### src/core/aogt_trim_map.vh
// Register indexes, field layout and reset values of the trim register bank
`ifndef AOGT_TRIM_MAP_VH
`define AOGT_TRIM_MAP_VH

// ==========================================================================
// Register indexes (byte address is four times the index)
`define AOGT_IDX_B_IN1_OFS 10'h34C
`define AOGT_IDX_B_IN2_OFS 10'h34E
`define AOGT_IDX_DUAL_A0 10'h350
`define AOGT_IDX_DUAL_A1 10'h351
`define AOGT_IDX_DUAL_B0 10'h352
`define AOGT_IDX_DUAL_B1 10'h353
`define AOGT_IDX_SINGLE_A0 10'h354
`define AOGT_IDX_SINGLE_A1 10'h355
`define AOGT_IDX_SINGLE_B0 10'h356
`define AOGT_IDX_SINGLE_B1 10'h357

// ==========================================================================
// Bus geometry
`define AOGT_ADDR_W 12
`define AOGT_ENTRIES 10
`define AOGT_SEL_W 4

// ==========================================================================
// Field layout
`define AOGT_OFS_MSB 11
`define AOGT_OFS_W 12
`define AOGT_OFS_RSV_MSB 15
`define AOGT_OFS_RSV_LSB 12
`define AOGT_GAIN_MSB 4
`define AOGT_GAIN_W 5
`define AOGT_GAIN_RSV_MSB 7
`define AOGT_GAIN_RSV_LSB 5
`define AOGT_OFS_REG_W 16
`define AOGT_GAIN_REG_W 8

// ==========================================================================
// Reserved field reset value and bus responses
`define AOGT_RSV_OFS_RST 4'h0
`define AOGT_RSV_GAIN_RST 3'h0
`define AOGT_RESP_OKAY 2'h0
`define AOGT_RESP_SLVERR 2'h2

`endif

### src/core/aogt_trim_regs.v
// Offset and fine-gain trim register bank with AXI4-Lite slave
`timescale 1ns/1ps
`include "aogt_trim_map.vh"
// Contract
// - Core B input-one 12-bit offset word drives core B under foreground calibration.
// - Separate 12-bit core B input-two offset word at 0x34E, both channel modes.
// - Dual-mode gain words at 0x350..0x353: A0, A1, B0, B1.
// - Independent single-mode gain words at 0x354..0x357, same order.
// - Gain registers: 5-bit field bits 4:0, bits 7:5 reserved storage reset zero.
// - At reset every trim word loads from factory fuse storage.
// - Offset registers 16 bits: value 11:0, bits 15:12 reserved storage reset zero.
module aogt_trim_regs (
	input wire clk,
	input wire reset_n,
	// AXI4-Lite slave
	input wire [`AOGT_ADDR_W-1:0] s_axi_awaddr,
	input wire s_axi_awvalid,
	output wire s_axi_awready,
	input wire [31:0] s_axi_wdata,
	input wire [3:0] s_axi_wstrb,
	input wire s_axi_wvalid,
	output wire s_axi_wready,
	output reg [1:0] s_axi_bresp,
	output reg s_axi_bvalid,
	input wire s_axi_bready,
	input wire [`AOGT_ADDR_W-1:0] s_axi_araddr,
	input wire s_axi_arvalid,
	output wire s_axi_arready,
	output reg [31:0] s_axi_rdata,
	output reg [1:0] s_axi_rresp,
	output reg s_axi_rvalid,
	input wire s_axi_rready,
	// Factory fuse defaults, stable while reset_n is low
	input wire [11:0] fuseCoreBInput1Offset,
	input wire [11:0] fuseCoreBInput2Offset,
	input wire [39:0] fuseFineGain,
	// Operating mode from the rest of the converter
	input wire fgCalEnable,
	input wire singleChannelMode,
	// Trims toward the converter datapath
	output reg [11:0] coreBInput1Offset,
	output reg [11:0] coreBInput2Offset,
	output reg [4:0] coreAGainBank0,
	output reg [4:0] coreAGainBank1,
	output reg [4:0] coreBGainBank0,
	output reg [4:0] coreBGainBank1
);

	// ======================================================================
	// Storage: entry 0/1 offsets, 2..5 dual gains, 6..9 single gains
	reg [15:0] trimMem_r [0:`AOGT_ENTRIES-1];

	// ======================================================================
	// Address decode
	function [`AOGT_SEL_W:0] decodeIdx;
		input [`AOGT_ADDR_W-1:0] addr;
		begin
			case (addr[`AOGT_ADDR_W-1:2])
				`AOGT_IDX_B_IN1_OFS: decodeIdx = {1'b1, 4'h0};
				`AOGT_IDX_B_IN2_OFS: decodeIdx = {1'b1, 4'h1};
				`AOGT_IDX_DUAL_A0: decodeIdx = {1'b1, 4'h2};
				`AOGT_IDX_DUAL_A1: decodeIdx = {1'b1, 4'h3};
				`AOGT_IDX_DUAL_B0: decodeIdx = {1'b1, 4'h4};
				`AOGT_IDX_DUAL_B1: decodeIdx = {1'b1, 4'h5};
				`AOGT_IDX_SINGLE_A0: decodeIdx = {1'b1, 4'h6};
				`AOGT_IDX_SINGLE_A1: decodeIdx = {1'b1, 4'h7};
				`AOGT_IDX_SINGLE_B0: decodeIdx = {1'b1, 4'h8};
				`AOGT_IDX_SINGLE_B1: decodeIdx = {1'b1, 4'h9};
				default: decodeIdx = {1'b0, 4'h0};
			endcase
		end
	endfunction

	// ======================================================================
	// Write channel capture; address and data may arrive in either order
	reg awHeld_r;
	reg wHeld_r;
	reg [`AOGT_ADDR_W-1:0] awAddr_r;
	reg [15:0] wData_r;
	reg [1:0] wStrb_r;
	wire [`AOGT_SEL_W:0] wrDec;
	wire wrFire;

	assign s_axi_awready = ~awHeld_r & ~s_axi_bvalid;
	assign s_axi_wready = ~wHeld_r & ~s_axi_bvalid;
	assign wrDec = decodeIdx(awAddr_r);
	assign wrFire = awHeld_r & wHeld_r & ~s_axi_bvalid;

	always @(posedge clk) begin
		if (!reset_n) begin
			awHeld_r <= 1'b0;
			wHeld_r <= 1'b0;
			awAddr_r <= {`AOGT_ADDR_W{1'b0}};
			wData_r <= 16'h0000;
			wStrb_r <= 2'h0;
			s_axi_bvalid <= 1'b0;
			s_axi_bresp <= `AOGT_RESP_OKAY;
		end else begin
			if (s_axi_awvalid && s_axi_awready) begin
				awHeld_r <= 1'b1;
				awAddr_r <= s_axi_awaddr;
			end
			if (s_axi_wvalid && s_axi_wready) begin
				wHeld_r <= 1'b1;
				wData_r <= s_axi_wdata[15:0];
				wStrb_r <= s_axi_wstrb[1:0];
			end
			if (wrFire) begin
				awHeld_r <= 1'b0;
				wHeld_r <= 1'b0;
				s_axi_bvalid <= 1'b1;
				s_axi_bresp <= wrDec[`AOGT_SEL_W] ? `AOGT_RESP_OKAY : `AOGT_RESP_SLVERR;
			end else if (s_axi_bvalid && s_axi_bready) begin
				s_axi_bvalid <= 1'b0;
			end
		end
	end

	// ======================================================================
	// Register entries; fuse values are loaded by the synchronous reset
	genvar gi;
	generate
		for (gi = 0; gi < `AOGT_ENTRIES; gi = gi + 1) begin : gEntry
			localparam [3:0] IDX = gi;
			wire hit;
			wire [15:0] fuseWord;
			assign hit = wrFire & wrDec[`AOGT_SEL_W] & (wrDec[`AOGT_SEL_W-1:0] == IDX);
			// Fuse slice chosen at elaboration so no branch indexes out of range
			if (gi == 0) begin : gOfs0
				assign fuseWord = {`AOGT_RSV_OFS_RST, fuseCoreBInput1Offset};
			end else if (gi == 1) begin : gOfs1
				assign fuseWord = {`AOGT_RSV_OFS_RST, fuseCoreBInput2Offset};
			end else begin : gGain
				assign fuseWord = {8'h00, `AOGT_RSV_GAIN_RST,
					fuseFineGain[(gi-2)*5 +: 5]};
			end
			always @(posedge clk) begin
				if (!reset_n) begin
					trimMem_r[gi] <= fuseWord;
				end else if (hit) begin
					if (wStrb_r[0]) begin
						trimMem_r[gi][7:0] <= wData_r[7:0];
					end
					// Gain registers are only eight bits wide; upper lane ignored
					if (wStrb_r[1] && (gi < 2)) begin
						trimMem_r[gi][15:8] <= wData_r[15:8];
					end
				end
			end
		end
	endgenerate

	// ======================================================================
	// Read channel; one cycle from address taken to data valid
	wire [`AOGT_SEL_W:0] rdDec;

	assign s_axi_arready = ~s_axi_rvalid;
	assign rdDec = decodeIdx(s_axi_araddr);

	always @(posedge clk) begin
		if (!reset_n) begin
			s_axi_rvalid <= 1'b0;
			s_axi_rdata <= 32'h00000000;
			s_axi_rresp <= `AOGT_RESP_OKAY;
		end else if (s_axi_arvalid && s_axi_arready) begin
			s_axi_rvalid <= 1'b1;
			if (rdDec[`AOGT_SEL_W]) begin
				s_axi_rdata <= {16'h0000, trimMem_r[rdDec[`AOGT_SEL_W-1:0]]};
				s_axi_rresp <= `AOGT_RESP_OKAY;
			end else begin
				s_axi_rdata <= 32'h00000000;
				s_axi_rresp <= `AOGT_RESP_SLVERR;
			end
		end else if (s_axi_rvalid && s_axi_rready) begin
			s_axi_rvalid <= 1'b0;
		end
	end

	// ======================================================================
	// Datapath trims, registered so a mode flip never glitches the core
	wire [3:0] gainBase;

	assign gainBase = singleChannelMode ? 4'h6 : 4'h2;

	always @(posedge clk) begin
		if (!reset_n) begin
			coreBInput1Offset <= 12'h000;
			coreBInput2Offset <= 12'h000;
			coreAGainBank0 <= 5'h00;
			coreAGainBank1 <= 5'h00;
			coreBGainBank0 <= 5'h00;
			coreBGainBank1 <= 5'h00;
		end else begin
			// Zero offset while calibration is off leaves the core untouched
			coreBInput1Offset <= fgCalEnable ? trimMem_r[0][11:0] : 12'h000;
			coreBInput2Offset <= fgCalEnable ? trimMem_r[1][11:0] : 12'h000;
			coreAGainBank0 <= trimMem_r[gainBase][4:0];
			coreAGainBank1 <= trimMem_r[gainBase + 4'h1][4:0];
			coreBGainBank0 <= trimMem_r[gainBase + 4'h2][4:0];
			coreBGainBank1 <= trimMem_r[gainBase + 4'h3][4:0];
		end
	end

endmodule

### config.mk
export PLATFORM = sky130hd
export DESIGN_NAME = aogt_trim_regs
export DESIGN_NICKNAME = d
export VERILOG_FILES = /design/src/core/aogt_trim_regs.v
export VERILOG_INCLUDE_DIRS = /design/src /design/src/core
export SDC_FILE = /design/constraint.sdc
export NUM_CORES = 1
export LEC_CHECK = 0
export BUFFER_PORTS_ARGS = -buffer_cell sky130_fd_sc_hd__buf_2
export CAP_MARGIN = 40
export CORE_MARGIN = 5
export CORE_UTILIZATION = 40
export CTS_CLUSTER_SIZE = 10
export DETAILED_ROUTE_END_ITERATION = 10
export GPL_TIMING_DRIVEN = 1
export SKIP_CTS_REPAIR_TIMING = 1
export SYNTH_ARGS = -nofsm -noshare
export SYNTH_HDL_FRONTEND = slang
export SYNTH_SLANG_ARGS = --single-unit
### constraint.sdc
create_clock -name clk -period 5.7 [get_ports clk]
set_input_delay 0.285 -clock clk [delete_from_list [all_inputs] [get_ports clk]]
set_output_delay 0.285 -clock clk [all_outputs]
set_load 0.01 [all_outputs]
==> run metrics <==
status finished, final reports clean; Tcrit/Tclk final 0.532; DP Area 9680 um^2; CTS tree done; # IOs 218; Overall Global Routing Usage 0.194; core footprint 21100 um^2; Worst Path Max Fanout 15; ANT cells 0; most area-consuming cells after synthesis edfxtp_1 (34%), dfxtp_1 (22%), mux2_2 (8.8%); initial detailed-routing violation count 432; flops & latches, synth 190; unrepaired setup endpoints after global routing no; vias in the first global route 6460; Req. time, crit path 5.89 ns; Period minus WS final 3.03 ns; Mapped Area 8600 um^2; final setup fails 0; Hold Crit Class in2reg; Root Driver clkbuf_16; final WL 24200 um; Most used DFF post-synth edfxtp_1; placed wire-length estimate 17900 um; Die Span X 157 um; Finished Core Util 0.488; Post-synth ARST share 0; Ys Warns 0; Fin. Hold Viols 0; first-pass GRT wire length 36300 um; Critical Path Max Stage Delay 0.72 ns; crit path DAT 3.22 ns; Sink Count 190; syn_area_per_cell 10.8 um^2; Synth Instances 793; sequential-to-total area share from yosys stat 0.554; pre-CTS setup slack 2.45 ns; Layout Cells excl Fill 1242; Finished Cell Area 10300 um^2; CP cell instances nand4b_1, nor4_1, nand2_1, nor3_1, mux2_2; Overflow after GRT 0; Pins Over Slew Limit 0; final setup TNS 0 ns; Routed Antenna Nets 0; dpl cells 1210; slowest cell on the critical path nor3_1; max cap viols 0; latest clock arrival within the worst-skew pair 0.44 ns; layout cells sized above 1 0.320; Synth cell types 54; drt wl/cell 19.5 um; Fmax 330 MHz; Yosys top cell area share 0.335; startpoint types register; Final nets 1087; Vias 6592; CTS Buf Count 17; GPL Wtd Cong 0.898; Vert. Die Dim 157 um; drt pass-1 iters 5; leakage 4.20 nW; I/O Buffers 177; clock slew at reported path FFs 0.08 ns; H-Tree Depth 4; Avg Vias per Cell 5.31; Peak VDD IR 0.186 mV; Yosys top cell by area edfxtp_1; DRC 0; # rows 53; die area 24500 um^2; commonest cells in the netlist edfxtp_1 (96), dfxtp_1 (94), nand2_1 (83), mux2_2 (67), a21oi_1 (54); Final Skew 0.00931 ns; worst slew pin tran 0.873 ns; maximum clock insertion buffer count 2; pwr dens 295 nW/um^2; CP endpoint kind register; initial antenna violation count 0; count leader, synth edfxtp_1; largest net degree at the start of global routing 53; critical path type reg2reg; area delta synth->final 19.8%; max_slew headroom 0.418; fin worst setup slack 2.67 ns; Initial Util 0.408; Post-synth EDFFs 96
where the power goes:
group	leakage [nW]	internal (mW)	total, mW	switching, mW
Combinational	2.17	0.107	0.262	0.155
Sequential	1.73	1.51	1.55	0.0472
Clock	0.301	0.635	1.22	0.588
Total	4.20	2.25	3.04	0.790
final timing paths:
path	start	end	slack [ns]	depth (start not counted)
max	awAddr_r[9]$_SDFFE_PN0P_	trimMem_r[6][2]$_DFFE_PP_	2.67	5
min	s_axi_wdata[10]	wData_r[10]$_SDFFE_PN0P_	0.08	3
max reg2reg	awAddr_r[9]$_SDFFE_PN0P_	trimMem_r[6][2]$_DFFE_PP_	2.67	5
min reg2reg	s_axi_rdata[15]$_SDFFE_PN0P_	s_axi_rdata[15]$_SDFFE_PN0P_	0.46	2
per-layer routing:
metal	wire length [um]	up-vias	global-route usage	part of all wire
met5	0	-	0	0
met4	516	0	0.0616	0.021
met3	1370	33	0.0398	0.057
met2	11700	224	0.320	0.48
met1	10600	3132	0.258	0.44
li1	-	3203	-	-
final cells by class:
class                      count  area (um^2)
fill                        1979        10800
sequential                   190         4760
multi-input combinational    531         3480
timing repair buffer         196         1030
clock buffer                  17          425
tap                          275          344
clock inverter                15          193
inverter                      18         67.6
layout by cell type, fill, tap and decap left out, drive strengths merged, types with 2 or more instances in the layout:
master	n
dfxtp	94
nand2	83
nor2	47
nor4	24
conb	18
o211ai	8
or3	2
or2	3
o2111ai	8
nand4bb	4
o31ai	8
inv	24
mux2i	36
nand4	9
a211oi	9
a21oi	54
edfxtp	96
xor2	2
nand3	25
nor2b	4
and2	11
nand2b	5
mux2	72
and3	25
clkbuf	17
o21ai	32
nand3b	2
nor3	11
clkinv	8
nand4b	2
o31a	8
buf	196
a21o	8
stage by stage:
step / total power [mW] / hold slack [ns]
final: 3.04 / 0.0775
after floorplan: 1.73 / 0.421
after detailed placement: 1.85 / 0.450
after global placement: 1.84 / 0.438
after CTS: 3.06 / 0.0627
after global routing: 3.15 / 0.0684
registers in the layout (all words and copies together), names as in the netlist:
signal,count
awAddr_r,10
awHeld_r,1
coreAGainBank0,5
coreAGainBank1,5
coreBGainBank0,5
coreBGainBank1,5
coreBInput1Offset,12
coreBInput2Offset,12
s_axi_bresp,1
s_axi_bvalid,1
s_axi_rdata,16
s_axi_rresp,1
s_axi_rvalid,1
trimMem_r,96
wData_r,16
wHeld_r,1
wStrb_r,2
critical path, delay by kind of cell, from the launching register on:
family | cells | cell delay (ns)
mux | 1 | 0.41
simple gates | 4 | 2.06
flops | 1 | 0.31
kinds of logic after synthesis:
logic type | share of synthesized area
compound gates | 0.102
xor+xnor | 0.00204
buf+inv | 0.0486
flops | 0.554
mux | 0.138
other cells | 0.000436
simple gates | 0.154
Power figures use the tool's default switching activity.
